### config.mk
export PLATFORM = sky130hd
export DESIGN_NAME = sxs_exec
export DESIGN_NICKNAME = d
export VERILOG_FILES = /design/src/sxs_pkg.sv /design/src/sxs_exec.sv /design/src/sxs_sub.sv
export SDC_FILE = /design/constraint.sdc
export NUM_CORES = 1
export LEC_CHECK = 0
export BUFFER_PORTS_ARGS = -buffer_cell sky130_fd_sc_hd__buf_2
export CAP_MARGIN = 0
export CORE_MARGIN = 10
export CORE_UTILIZATION = 50
export CTS_CLUSTER_DIAMETER = 80
export CTS_CLUSTER_SIZE = 16
export DETAILED_ROUTE_END_ITERATION = 6
export PLACE_DENSITY = 0.78
export SYNTH_ARGS = -nofsm -noshare
export SYNTH_HDL_FRONTEND = slang
export SYNTH_SLANG_ARGS = --single-unit
### constraint.sdc
create_clock -name mclk -period 5.05 [get_ports mclk]
set_input_delay 0 -clock mclk [delete_from_list [all_inputs] [get_ports mclk]]
set_output_delay 0 -clock mclk [all_outputs]
set_load 0.05 [all_outputs]
### src/sxs_pkg.sv
package sxs_pkg;

    localparam int unsigned DATA_W = 8;
    localparam int unsigned ADDR_W = 7;
    localparam int unsigned NIB_W  = 4;

    // Operand of the direction-load instruction that selects each port.
    localparam logic [ADDR_W-1:0] DIR_SEL_A = 7'h05;
    localparam logic [ADDR_W-1:0] DIR_SEL_B = 7'h06;
    localparam logic [ADDR_W-1:0] DIR_SEL_C = 7'h07;

    // Reset values, and the watchdog clear value loaded by sleep.
    localparam logic [DATA_W-1:0] ACC_RST       = 8'h00;
    localparam logic [DATA_W-1:0] DIR_RST       = 8'hff;
    localparam logic [DATA_W-1:0] WDT_CLEAR     = 8'h00;
    localparam logic              TIMEOUT_RST   = 1'b1;
    localparam logic              POWERDOWN_RST = 1'b1;

    // Destination selector values.
    localparam logic DEST_ACC = 1'b0;
    localparam logic DEST_REG = 1'b1;

    typedef enum logic [3:0] {
        SXS_NOP,
        LITERAL_MINUS_ACC_OP,
        REG_MINUS_ACC_OP,
        REG_MINUS_ACC_BORROW_OP,
        NIBBLE_EXCHANGE_OP,
        LITERAL_XOR_ACC_OP,
        REG_XOR_ACC_OP,
        DIRECTION_LOAD_OP,
        SLEEP_OP
    } sxs_op_e;

    // One decoded instruction from the fetch and decode stage.
    typedef struct packed {
        logic              valid;
        sxs_op_e           op;
        logic [DATA_W-1:0] literal;
        logic [ADDR_W-1:0] addr;
        logic              dest;
        logic [DATA_W-1:0] reg_value;
    } sxs_instr_s;

    // Arithmetic status flags.
    typedef struct packed {
        logic carry;
        logic digit_carry_flag;
        logic zero;
    } sxs_flags_s;

endpackage : sxs_pkg

### src/sxs_exec.sv
`timescale 1ns/10ps
// Behaviour
// (RULE_01) Literal minus accumulator goes to accumulator; carry, digit carry, zero.
// (RULE_02) Carry set when acc <= literal; digit carry same on low nibbles.
// (RULE_03) Sleep clears powerdown status bit and sets timeout status bit.
// (RULE_04) Sleep clears watchdog counter and its prescaler.
// (RULE_05) Sleep halts the processor so instruction execution stops.
// (RULE_06) Register minus accumulator updates carry, digit carry and zero.
// (RULE_07) Register minus accumulator minus inverted carry to selected destination.
// (RULE_08) Destination 0 means accumulator, 1 means addressed file register.
// (RULE_09) Nibble exchange swaps register halves into destination; flags untouched.
// (RULE_10) Literal xor accumulator into accumulator; only zero flag changes.
// (RULE_11) Register xor accumulator to selected destination; only zero flag.
// (RULE_12) Direction load copies accumulator to port A, B, C for 5, 6, 7.
// (RULE_13) Zero flag is one exactly when the eight-bit result is zero.
module sxs_exec
    import sxs_pkg::*;
#(
    parameter int unsigned WDT_W = DATA_W,
    parameter int unsigned PRE_W = DATA_W
) (
    input  wire logic              mclk,
    input  wire logic              nrst,
    input  wire sxs_instr_s        instr,
    input  wire logic              wake,
    input  wire logic              wdt_tick,
    output logic      [DATA_W-1:0] acc,
    output sxs_flags_s             flags,
    output logic                   reg_we,
    output logic      [ADDR_W-1:0] reg_addr,
    output logic      [DATA_W-1:0] reg_wdata,
    output logic      [DATA_W-1:0] port_a_direction,
    output logic      [DATA_W-1:0] port_b_direction,
    output logic      [DATA_W-1:0] port_c_direction,
    output logic                   timeout_status_bit,
    output logic                   powerdown_status_bit,
    output logic      [WDT_W-1:0]  watchdog_counter,
    output logic      [PRE_W-1:0]  wdt_prescaler,
    output logic                   asleep
);
    logic [DATA_W-1:0] sub_a;
    logic [DATA_W-1:0] sub_diff;
    logic              sub_borrow;
    logic              sub_carry;
    logic              sub_half;

    logic [DATA_W-1:0] next_acc;
    sxs_flags_s        next_flags;
    logic              next_reg_we;
    logic [ADDR_W-1:0] next_reg_addr;
    logic [DATA_W-1:0] next_reg_wdata;
    logic [DATA_W-1:0] next_dir_a;
    logic [DATA_W-1:0] next_dir_b;
    logic [DATA_W-1:0] next_dir_c;
    logic              next_timeout;
    logic              next_powerdown;
    logic [WDT_W-1:0]  next_wdt;
    logic [PRE_W-1:0]  next_pre;
    logic              next_asleep;

    logic [DATA_W-1:0] result;
    logic              write_result;
    logic              take_arith;
    logic              take_zero;
    logic              go;

    always_comb begin
        sub_a      = instr.reg_value;
        sub_borrow = 1'b0;
        case (instr.op)
            LITERAL_MINUS_ACC_OP: begin
                sub_a = instr.literal; // RULE_01
            end
            REG_MINUS_ACC_BORROW_OP: begin
                sub_borrow = ~flags.carry; // RULE_07
            end
            default: begin
                sub_a = instr.reg_value; // RULE_06
            end
        endcase
    end

    // One shared subtractor serves all three subtract forms.
    sxs_sub #(
        .W (DATA_W)
    ) u_sub (
        .a          (sub_a),
        .b          (acc),
        .borrow_in  (sub_borrow),
        .diff       (sub_diff),
        .carry_out  (sub_carry),
        .half_carry (sub_half)
    );

    always_comb begin
        next_acc       = acc;
        next_flags     = flags;
        next_reg_we    = 1'b0;
        next_reg_addr  = reg_addr;
        next_reg_wdata = reg_wdata;
        next_dir_a     = port_a_direction;
        next_dir_b     = port_b_direction;
        next_dir_c     = port_c_direction;
        next_timeout   = timeout_status_bit;
        next_powerdown = powerdown_status_bit;
        next_wdt       = watchdog_counter;
        next_pre       = wdt_prescaler;
        next_asleep    = asleep;
        result         = sub_diff;
        write_result   = 1'b0;
        take_arith     = 1'b0;
        take_zero      = 1'b0;
        // Nothing executes while asleep; the oscillator is modelled as halted.
        go             = instr.valid && !asleep; // RULE_05

        if (wdt_tick) begin
            next_pre = wdt_prescaler + PRE_W'(1);
            if (&wdt_prescaler) begin
                next_wdt = watchdog_counter + WDT_W'(1);
            end
        end

        if (asleep && wake) begin
            next_asleep = 1'b0;
        end

        if (go) begin
            case (instr.op)
                LITERAL_MINUS_ACC_OP,
                REG_MINUS_ACC_OP,
                REG_MINUS_ACC_BORROW_OP: begin
                    result       = sub_diff;
                    write_result = 1'b1;
                    take_arith   = 1'b1;
                    take_zero    = 1'b1;
                end
                NIBBLE_EXCHANGE_OP: begin
                    result = {instr.reg_value[NIB_W-1:0],
                              instr.reg_value[DATA_W-1:NIB_W]}; // RULE_09
                    write_result = 1'b1;
                end
                LITERAL_XOR_ACC_OP: begin
                    result       = acc ^ instr.literal; // RULE_10
                    write_result = 1'b1;
                    take_zero    = 1'b1;
                end
                REG_XOR_ACC_OP: begin
                    result       = acc ^ instr.reg_value; // RULE_11
                    write_result = 1'b1;
                    take_zero    = 1'b1;
                end
                DIRECTION_LOAD_OP: begin
                    case (instr.addr) // RULE_12
                        DIR_SEL_A: begin
                            next_dir_a = acc;
                        end
                        DIR_SEL_B: begin
                            next_dir_b = acc;
                        end
                        DIR_SEL_C: begin
                            next_dir_c = acc;
                        end
                        default: begin
                            next_dir_a = port_a_direction;
                        end
                    endcase
                end
                SLEEP_OP: begin
                    next_powerdown = 1'b0; // RULE_03
                    next_timeout   = 1'b1; // RULE_03
                    next_wdt       = WDT_W'(WDT_CLEAR); // RULE_04
                    next_pre       = PRE_W'(WDT_CLEAR); // RULE_04
                    next_asleep    = 1'b1; // RULE_05
                end
                default: begin
                    write_result = 1'b0;
                end
            endcase
        end

        if (take_arith) begin
            next_flags.carry            = sub_carry; // RULE_02
            next_flags.digit_carry_flag = sub_half; // RULE_02
        end
        if (take_zero) begin
            next_flags.zero = (result == '0); // RULE_13
        end

        if (write_result) begin
            // Literal forms always land in the accumulator.
            if (instr.op == LITERAL_MINUS_ACC_OP ||
                instr.op == LITERAL_XOR_ACC_OP ||
                instr.dest == DEST_ACC) begin // RULE_08
                next_acc = result;
            end else begin
                next_reg_we    = 1'b1; // RULE_08
                next_reg_addr  = instr.addr;
                next_reg_wdata = result;
            end
        end
    end

    always_ff @(posedge mclk) begin
        if (!nrst) begin
            acc                  <= ACC_RST;
            flags                <= '0;
            reg_we               <= 1'b0;
            reg_addr             <= '0;
            reg_wdata            <= '0;
            port_a_direction     <= DIR_RST;
            port_b_direction     <= DIR_RST;
            port_c_direction     <= DIR_RST;
            timeout_status_bit   <= TIMEOUT_RST;
            powerdown_status_bit <= POWERDOWN_RST;
            watchdog_counter     <= '0;
            wdt_prescaler        <= '0;
            asleep               <= 1'b0;
        end else begin
            acc                  <= next_acc;
            flags                <= next_flags;
            reg_we               <= next_reg_we;
            reg_addr             <= next_reg_addr;
            reg_wdata            <= next_reg_wdata;
            port_a_direction     <= next_dir_a;
            port_b_direction     <= next_dir_b;
            port_c_direction     <= next_dir_c;
            timeout_status_bit   <= next_timeout;
            powerdown_status_bit <= next_powerdown;
            watchdog_counter     <= next_wdt;
            wdt_prescaler        <= next_pre;
            asleep               <= next_asleep;
        end
    end

endmodule : sxs_exec

### src/sxs_sub.sv
`timescale 1ns/10ps
// Subtractor a - b - borrow with carry meaning "no borrow".
module sxs_sub
    import sxs_pkg::*;
#(
    parameter int unsigned W = DATA_W
) (
    input  wire logic [W-1:0] a,
    input  wire logic [W-1:0] b,
    input  wire logic         borrow_in,
    output logic      [W-1:0] diff,
    output logic              carry_out,
    output logic              half_carry
);
    logic [W:0]       full;
    logic [NIB_W:0]   low;

    always_comb begin
        full       = {1'b0, a} + {1'b0, ~b} + {{W{1'b0}}, ~borrow_in};
        low        = {1'b0, a[NIB_W-1:0]} + {1'b0, ~b[NIB_W-1:0]}
                   + {{NIB_W{1'b0}}, ~borrow_in};
        diff       = full[W-1:0];
        carry_out  = full[W];
        half_carry = low[NIB_W];
    end

endmodule : sxs_sub
==> After elaboration in Yosys (flattened, before gate mapping) <==
Cells that the tools add are included.
{ "word_totals": {"ff_bits": 69, "input_bits": 33, "elab_cells": 77} }
{ "op_classes": {"n_addsub": 6, "eq_ne": 11, "mux": 21, "bitwise": 8, "reduce_logical": 17} }
{ "op_table": {"columns": ["cell", "count"], "rows": [
  ["8-bit 2-to-1 mux", 9],
  ["8-bit one-hot mux with 3 select lines", 1],
  ["7-bit by 3-bit == test with 1-bit output, second input constant", 3],
  ["8-bit by 1-bit adder with 8-bit output, second input constant", 2],
  ["4-bit by 3-bit == test with 1-bit output, second input constant", 4],
  ["8-bit bitwise XOR", 2],
  ["1-bit 2-to-1 mux", 11],
  ["8-bit by 8-bit adder with 9-bit output", 1],
  ["9-bit by 1-bit adder with 9-bit output", 1],
  ["3-bit AND reduction", 3],
  ["4-bit by 2-bit == test with 1-bit output, second input constant", 2],
  ["8-bit logical NOT", 1],
  ["8-bit NOT", 1],
  ["2-bit AND reduction", 4],
  ["8-bit AND reduction", 1],
  ["6-bit OR reduction", 1],
  ["4-bit by 4-bit adder with 5-bit output", 1],
  ["5-bit by 1-bit adder with 5-bit output", 1],
  ["5-bit OR reduction", 1],
  ["4-bit by 1-bit == test with 1-bit output, second input constant", 1],
  ["4-bit == test, second input constant", 1],
  ["1-bit NOT", 4],
  ["4-bit NOT", 1],
  ["3-bit OR reduction", 1],
  ["3 further kinds", 5]
]} }

==> Depth between registers and ports, before layout <==
Gate-level depths: netlist (run 1).
{ "logic_depth": {"ltp_word": 7, "depth_mapped": 13, "ltp_nobuf": 11} }

==> Modules after synthesis <==
From an unflattened synthesis (run 1), not the netlist that was laid out.
{ "unflattened": {"hier_cells": 365, "area_unflattened_um2": 3505.9} }
{ "modules_own_cells": {"columns": ["module", "n_inst", "cells_per_inst", "area_each_um2", "seq_area_each_um2"], "rows": [
  ["sxs_exec", 1, 318, 3141.8, 1381.3],
  ["sxs_sub", 1, 47, 364.1, 0.0]
]} }

==> Worst setup path before layout (run 1) <==
No wires, ideal clock.
{ "synth_timing": {"path_kind": "input -> register", "startpoint": "in instr[24] (netlist name)", "endpoint": "reg acc[6]", "setup_ns": 0.138, "arrival_ns": 3.336, "t_required_ns": 4.912, "slack_ns": 1.576, "cell_stages": 13, "path_buffers": 2, "cell_sequence": "clkbuf_1 -> clkbuf_1 -> nor4b_2 -> mux2i_1 -> fa_1 -> inv_1 -> fa_1 -> a211oi_1 -> or3b_2 -> o2bb2ai_1 -> xnor2_1 -> a222oi_1 -> a211oi_1"} }
{ "synth_via": {"elab_chain_cells": 6, "word_cells_on_any_way": 19, "cone_classes": "add/sub (2); eq/ne (6); mux (6); bitwise (1); reduce/logical (4)"} }
{ "synth_lines": {"columns": ["element", "line_no", "text"], "rows": [
  ["start: declaration", "sxs_exec.sv:24", "input wire sxs_instr_s instr,"],
  ["4-bit by 1-bit == test with 1-bit output / 4-bit by 2-bit == test with 1-bit output (equally long branches)", "sxs_exec.sv:70, sxs_exec.sv:128, sxs_exec.sv:191", null],
  ["8-bit 2-to-1 mux / 1-bit 2-to-1 mux (equally long branches)", "sxs_exec.sv:70", "case (instr.op)"],
  ["8-bit by 8-bit adder with 9-bit output / 1-bit NOT (equally long branches)", "sxs_sub.sv:19", "full = {1'b0, a} + {1'b0, ~b} + {{W{1'b0}}, ~borrow_in};"],
  ["9-bit by 1-bit adder with 9-bit output", "sxs_sub.sv:19", null],
  ["8-bit one-hot mux with 3 select lines", "sxs_exec.sv:128", "case (instr.op)"],
  ["8-bit 2-to-1 mux", "sxs_exec.sv:127", "if (go) begin"],
  ["end signal: assignment", "sxs_exec.sv:219", "acc <= next_acc;"],
  ["end: declaration", "sxs_exec.sv:27", "output logic [DATA_W-1:0] acc,"]
]} }
Parallel ways exist; a longest one is shown, timed or not.
A chain may end at the register's enable or synchronous reset.

==> Final worst setup path (run 1) <==
{ "layout_timing": {"startpoint": "reg flags[2] (netlist name)", "endpoint": "reg acc[6]"} }
{ "layout_via": {"elab_chain_cells": 6} }
{ "layout_lines": {"columns": ["element", "line_no", "text"], "rows": [
  ["start: declaration", "sxs_exec.sv:28", "output sxs_flags_s flags,"],
  ["start signal: assignment", "sxs_exec.sv:220", "flags <= next_flags;"],
  ["1-bit NOT (*)", "sxs_exec.sv:75", "sub_borrow = ~flags.carry;"],
  ["1-bit 2-to-1 mux (*)", "sxs_exec.sv:70", null],
  ["1-bit NOT (*)", "sxs_sub.sv:19", null],
  ["9-bit by 1-bit adder with 9-bit output (*)", "sxs_sub.sv:19", null],
  ["8-bit one-hot mux with 3 select lines", "sxs_exec.sv:128", null],
  ["8-bit 2-to-1 mux (*)", "sxs_exec.sv:127", null]
]} }
Mark *: on every way between the ends. The rest lies on a longest branch, timed or not.

==> run summary, run 1 <==
## Route
* **post-detailed-route wirelength per cell** 17.0 um
* **ANT nets after route** 0
* **DRT Pass-1 Iters** 6
* **number of remaining DRC errors** 0
* **detailed-route vias per instance** 5.55
* **DR iter-0 viols** 196
* **detailed-route via count** 3308
* **Routed WL** 10100 um

## CTS
* **maximum root-to-sink buffer count** 2
* **CTS buffer count** 9
* **Root Buffer** clkbuf_8
* **register clock-pin slew on the reported worst setup and hold paths** 0.08 ns
* **TritonCTS clock tree** yes
* **Clock Sink Count** 69
* **clk_lat worst skew** 0.35 ns
* **cts repair resizes** 0
* **H-tree Lvls** 3

## GRT
* **GRT Util Overall** 18.9%
* **via count of the first global-routing pass** 3194
* **antenna violations before repair** 0
* **final global-route overflow total** 0
* **first-pass GRT wire length** 15700 um
* **largest net degree at the start of global routing** 34

## Critical path
* **capturing point of the worst reg2reg path** acc[6]$_SDFFE_PN0P_
* **WP data arrival** 3.26 ns
* **Worst R2R Setup Slack** 1.97 ns
* **crit path kind** flop to flop
* **number of cells on the worst reg-to-reg path** 10
* **nature of the critical path startpoint** flop
* **peak fanout along the critical path** 3
* **Data required, critical path** 5.24 ns
* **r2r startpoint** flags[2]$_SDFFE_PN0P_
* **Critical Path Sink Type** flop

## Synthesis
* **Post-Syn Instances** 396
* **arithmetic-cell share of the synthesized area counting full adders, half adders and majority gates** 4.38%
* **fraction of registers with async set or reset after synthesis** 0%
* **post-synthesis xor/xnor area fraction** 6.03%
* **share of the yosys chip area belonging to registers** 39.6%
* **number of enable-type register cells in the synthesized netlist** 0
* **Warnings, synthesis** 0
* **synthesized area per cell** 8.80 um^2
* **netlist area before placement** 3480 um^2
* **Post-synth top flop** dfxtp_1
* **share of the synthesized area in compound gates (AO/OA/AOI/OAI)** 16.3%
* **Seq cells post-synth** 69
* **Synth Net Count** 440
* **post-synthesis mux area share** 8.55%
* **number of distinct library cells after synthesis** 55
* **combinational family with the most area after synthesis** simple AND/OR/NAND/NOR gates
* **post-synthesis share of cell area spent on and, or, nand and nor gates** 20.6%

## Hold path
* **hold path start** nrst
* **worst hold path type** input pin to flop
* **Cells on Worst Hold Path** 2
* **endpoint of the worst hold path** port_a_direction[0]$_SDFFE_PN1P_

## Place
* **post-detailed-placement cell area** 4030 um^2
* **# port buffers** 101
* **Post-DP HPWL** 7760 um
* **GP Congestion** 0.914

## Finish
* **footprint of the flip-flops and latches** 1380 um^2
* **number of filler instances in the final layout** 614
* **antenna fix cells** 0
* **share of layout cells above drive strength 1** 26.0%
* **post-route cell area** 4350 um^2
* **commonest cells after routing, fill and taps aside** buf_2 (101), dfxtp_1 (69), nor2_1 (48)
* **number of nets in the finished design** 539
* **area occupied by multi-input gates** 1950 um^2
* **most common cell after layout, fill and taps aside** buf_2
* **P&R area growth vs syn** 24.8%

## Power and ir drop
* **Peak supply drop** 0.155 mV
* **ratio of total power to cell area** 301 nW/um^2
* **Total Power** 1.31 mW
* **leakage power of the design** 1.92 nW

## Timing
* **number of max-slew violations in the final report** 0
* **maximum achievable frequency** 325 MHz
* **Hold Fails Final Rpt** 0
* **relative slew slack** 0.105%
* **final count of negative-setup-slack endpoints** 0
* **ratio of final minimum period to clock period** 60.9%
* **setup TNS** 0 ns
* **unrepaired setup endpoints after global routing** no
* **Tightest Pin Transition** 1.48 ns
* **fin crit period** 3.08 ns
* **Setup Skew** 0.0137 ns

## Floorplanning
* **Die Y** 103 um
* **core region area** 6790 um^2
* **initial core utilization** 51.3%
* **overall die area** 10700 um^2
* **Rows** 30
* **num ports** 103
* **die extent in x** 103 um

## Job
* **# Max-Cap Violations** 1

## Run status
* **result of the run** finished, violations left
* **violations in the final reports** max-capacitance violations

[cell type report]
type | count | area share [%]
inverters | 16 | 1.38
flip-flops and latches | 69 | 31.8
well taps | 96 | 2.76
multi-input cells | 288 | 44.9
clock inverters | 6 | 2.16
repair buffers | 111 | 13.9
clock buffers | 10 | 3.16
[per-layer routing]
metal | vias to the layer above | part of all wire, % | wire [um] | global-route usage [%]
li1 | 1613 | - | - | -
met1 | 1536 | 42 | 4300 | 23.0
met2 | 129 | 47 | 4740 | 30.7
met3 | 30 | 8.2 | 831 | 5.38
met4 | 0 | 2.8 | 285 | 7.38
met5 | - | 0 | 0 | 0
[state kept, by name (all words and copies together), names as in the netlist, 3 cells and up]
| register | count |
|---|---|
| port_c_direction | 8 |
| reg_wdata | 8 |
| watchdog_counter | 8 |
| wdt_prescaler | 8 |
| acc | 8 |
| port_b_direction | 8 |
| port_a_direction | 8 |
| reg_addr | 7 |
| flags | 3 |
[where the power goes]
part	switching [mW]	internal (mW)	total, mW
combinational	0.144	0.0774	0.221
clock	0.225	0.296	0.521
sequential	0.0115	0.554	0.566
total	0.380	0.927	1.31
[critical path, cell delays in order (launching register included)]
cell and delay, ns:
dfxtp_1 0.33, nor4_1 0.39, fa_1 0.26, inv_1 0.05, fa_1 0.42, a211oi_1 0.36
or3b_2 0.21, o2bb2ai_1 0.15, xnor2_1 0.10, a222oi_1 0.51, a211oi_1 0.14
[Yosys cell counts, types with 2 or more instances]
master	instances	area [um^2]
dfxtp_1	69	1380
nor2_1	49	184
nand2_1	39	146
mux2i_1	23	230
o211ai_1	22	165
clkbuf_1	20	75.1
inv_1	16	60.1
a211oi_1	14	105
a21oi_1	13	65.1
nand3_1	13	65.1
xor2_1	13	114
xnor2_1	11	96.3
ha_1	9	113
o21ai_0	7	35.0
and2_1	6	37.5
mux2_2	6	67.6
nand3b_1	6	45.0
nor3_1	6	30.0
a221oi_1	4	35.0
nand2b_1	4	25.0
nor4_1	4	25.0
nand4_1	3	18.8
a222oi_1	2	20.0
and4bb_2	2	25.0
fa_1	2	40.0
o21bai_1	2	15.0
or3_1	2	12.5
or3b_2	2	17.5
[through the flow]
stage	hold slack [ns]	setup slack, ns	utilization, %	instances
CTS	0.101	2.04	64.0	596
floorplan	0.147	1.58	-	396
finish	0.110	1.97	64.0	596
detailed placement	0.264	1.83	59.3	571
global route	0.136	1.80	64.0	596
global placement	0.248	1.93	59.3	571
[how the worst max path moves through the flow]
| stage | startpoint | end | slack, ns | cells after the start |
|---|---|---|---|---|
| 2_1_floorplan | instr[24] | acc[6]$_SDFFE_PN0P_ | 1.58 | 13 |
| 4_1_cts | flags[2]$_SDFFE_PN0P_ | acc[6]$_SDFFE_PN0P_ | 2.04 | 10 |
| 3_3_place_gp | instr[24] | acc[6]$_SDFFE_PN0P_ | 1.93 | 13 |
| 6_report | flags[2]$_SDFFE_PN0P_ | acc[6]$_SDFFE_PN0P_ | 1.97 | 10 |
| 3_5_place_dp | instr[24] | reg_wdata[6]$_SDFFE_PN0P_ | 1.83 | 13 |
| 5_1_grt | flags[2]$_SDFFE_PN0P_ | reg_wdata[6]$_SDFFE_PN0P_ | 1.80 | 10 |
[cell families (layout without fill, tap and decap cells)]
family                     count (synthesis)  count (layout)
muxes                                     29              29
adders and majority gates                 11              11
other                                      1               1
buffers and inverters                     39             143
DFF                                       69              69
and+or+nand+nor                          145             145
xor gates and xnor gates                  24              24
AOI/OAI and AO/OA                         78              78
[repair_timing]
item	CTS	global route
hold buffers	9	0
endpoints found under the setup margin	0	0
endpoints found under the hold margin	10	0
buffers inserted	0	0
No activity file was read; power rests on OpenSTA's default activity.
==> run 2: changes to the inputs <==
clock period = 3.13 ns   (was 5.05 ns; I/O delays follow)
==> run summary, run 2 (synthesis gave the netlist of run 1 again) <==
## Finish
* **footprint of the flip-flops and latches** 1380 um^2, unchanged
* **post-route cell area** 4430 um^2, +2.0%
* **number of nets in the finished design** 555, +3.0%
* **number of filler instances in the final layout** 605, -1.5%
* **fin util** 65.3%, +1.3 points
* **P&R area growth vs syn** 27.3%
* **antenna fix cells** 0, unchanged
* **area occupied by multi-input gates** 1960 um^2, +0.45%
* **count of non-filler cells in the finished layout** 611, +2.5%
* **most common cell after layout, fill and taps aside** buf_2
* **share of layout cells above drive strength 1** 28.2%, +2.2 points
* **commonest cells after routing, fill and taps aside** buf_2 (101), dfxtp_1 (69), nor2_1 (48)

## Critical path
* **critical path, cell by cell** nor4_1 -> buf_4 -> fa_1 -> inv_1 -> fa_1 -> a211oi_1 -> or3b_2 -> o2bb2ai_1 -> xnor2_1 -> a222oi_1 -> buf_4 -> a211oi_1
* **crit path buf inv count** 3, +2
* **peak fanout along the critical path** 3, unchanged
* **WP data arrival** 3.06 ns, -0.20 ns
* **Critical Path Sink Type** flop
* **Data required, critical path** 3.32 ns, -1.92 ns
* **Top delay family on crit path** compound AO/OA/AOI/OAI gates
* **highest cell delay on the worst timing path** 0.49 ns, -0.02 ns
* **Slowest cell on crit path** or3b_2
* **Worst R2R Setup Slack** 0.26 ns, -1.72 ns
* **nature of the critical path startpoint** flop
* **crit path kind** flop to flop

## Timing
* **fin crit period** 2.87 ns, -0.203 ns
* **Hold Fails Final Rpt** 0, unchanged
* **smallest hold slack** 0.124 ns, +0.0147 ns
* **final critical-path setup slack** 0.256 ns, -1.72 ns
* **ratio of final minimum period to clock period** 91.8%, +31 points
* **final count of negative-setup-slack endpoints** 0, unchanged
* **number of max-slew violations in the final report** 0, unchanged
* **relative slew slack** 40.4%, +40 points
* **Setup Skew** 0.00755 ns, -0.00611 ns
* **setup TNS** 0 ns, unchanged
* **Tightest Pin Transition** 0.891 ns, -0.593 ns
* **unrepaired setup endpoints after global routing** no
* **maximum achievable frequency** 348 MHz, +7.1%

## Place
* **placement-stage worst setup slack** 0.201 ns, -1.62 ns
* **# port buffers** 101, unchanged
* **post-detailed-placement cell area** 4160 um^2, +3.2%
* **GP Congestion** 1.03, +12%
* **number of placed instances, taps included** 587, +2.8%
* **Post-DP HPWL** 8060 um, +3.9%

## Route
* **post-detailed-route wirelength per cell** 17.2 um, +0.79%
* **detailed-route vias per instance** 5.50, -0.83%
* **DR iter-0 viols** 226, +15%
* **ANT nets after route** 0, unchanged
* **Routed WL** 10500 um, +3.3%
* **DRT Pass-1 Iters** 6, unchanged
* **detailed-route via count** 3363, +1.7%
* **number of remaining DRC errors** 0, unchanged

## Floorplanning
* **overall die area** 10700 um^2, unchanged
* **die extent in x** 103 um, unchanged
* **Rows** 30, unchanged
* **core region area** 6790 um^2, unchanged
* **Die Y** 103 um, unchanged
* **initial core utilization** 51.3%, unchanged
* **num ports** 103, unchanged

## Power and ir drop
* **Total Power** 2.01 mW, +53%
* **leakage power of the design** 1.98 nW, +3.3%
* **switching portion of total power** 30.2%, +1.1 points
* **Peak supply drop** 0.226 mV, +46%
* **clock share of power** 35.4%, -4.4 points
* **ratio of total power to cell area** 452 nW/um^2, +51%
* **P_int** 1.40 mW, +51%
* **combinational share of power** 19.2%, +2.3 points
* **net switching power** 605 uW, +59%
* **portion of total power attributed to sequential cells** 45.4%, +2.1 points

## GRT
* **via count of the first global-routing pass** 3309, +3.6%
* **antenna violations before repair** 0, unchanged
* **final global-route overflow total** 0, unchanged
* **GRT Util Overall** 19.9%, +0.97 points
* **largest net degree at the start of global routing** 33, -2.9%
* **first-pass GRT wire length** 16600 um, +5.7%

## Job
* **# Max-Cap Violations** 0, -1

## CTS
* **Root Buffer** clkbuf_8
* **number of setup buffers added after CTS** 0, unchanged
* **CTS buffer count** 9, unchanged
* **Clock Sink Count** 69, unchanged
* **TritonCTS clock tree** yes
* **cts repair resizes** 0, unchanged
* **H-tree Lvls** 3, unchanged
* **register clock-pin slew on the reported worst setup and hold paths** 0.07 ns, about the same
* **maximum root-to-sink buffer count** 2, unchanged
* **clk_lat worst skew** 0.35 ns, about the same

## Hold path
* **worst hold path type** input pin to flop

## Run status
* **result of the run** completed

## run 2: power by group through the flow
| stage | sequential [mW] | combinational [mW] | clock (mW) |
|---|---|---|---|
| after floorplan | 0.986 | 0.193 | 0 |
| after global placement | 0.930 | 0.370 | 0 |
| after detailed placement | 0.931 | 0.371 | 0 |
| after CTS | 0.910 | 0.382 | 0.721 |
| after global routing | 0.913 | 0.416 | 0.767 |
| final | 0.911 | 0.385 | 0.711 |
## run 2: final timing paths
check / from / to / cells past startpoint
worst min register to register: powerdown_status_bit$_SDFFE_PN1P_ / powerdown_status_bit$_SDFFE_PN1P_ / 2
worst max-delay path: flags[2]$_SDFFE_PN0P_ / acc[6]$_SDFFE_PN0P_ / 12
worst max register to register: flags[2]$_SDFFE_PN0P_ / acc[6]$_SDFFE_PN0P_ / 12
worst min-delay path: nrst / powerdown_status_bit$_SDFFE_PN1P_ / 3
## run 2: routing by layer
metal | routed length [um] | GRT usage, % | up-vias
met1 | 4330 | 23.7 | 1560
li1 | - | - | 1647
met3 | 890 | 5.25 | 19
met4 | 191 | 6.63 | 0
met5 | 0 | 0 | -
met2 | 5070 | 33.7 | 137
## run 2: tightest hold or removal path: cells and delay by family
family	cells	cell delay (ns)
AND/OR/NAND/NOR	1	0.09
buffers and inverters	2	0.35
## run 2: final cells by class
cell class	count	share of cell area (%)
inverter	16	1.35
clock inverter	6	1.44
multi-input combinational	288	44.2
sequential	69	31.2
tap	96	2.71
clock buffer	9	2.79
timing repair buffer	127	16.3
## run 2: repair_timing
action                                  in CTS  in global routing
hold buffers                                 9                  0
endpoints found under the setup margin       0                  0
endpoints found under the hold margin       10                  0
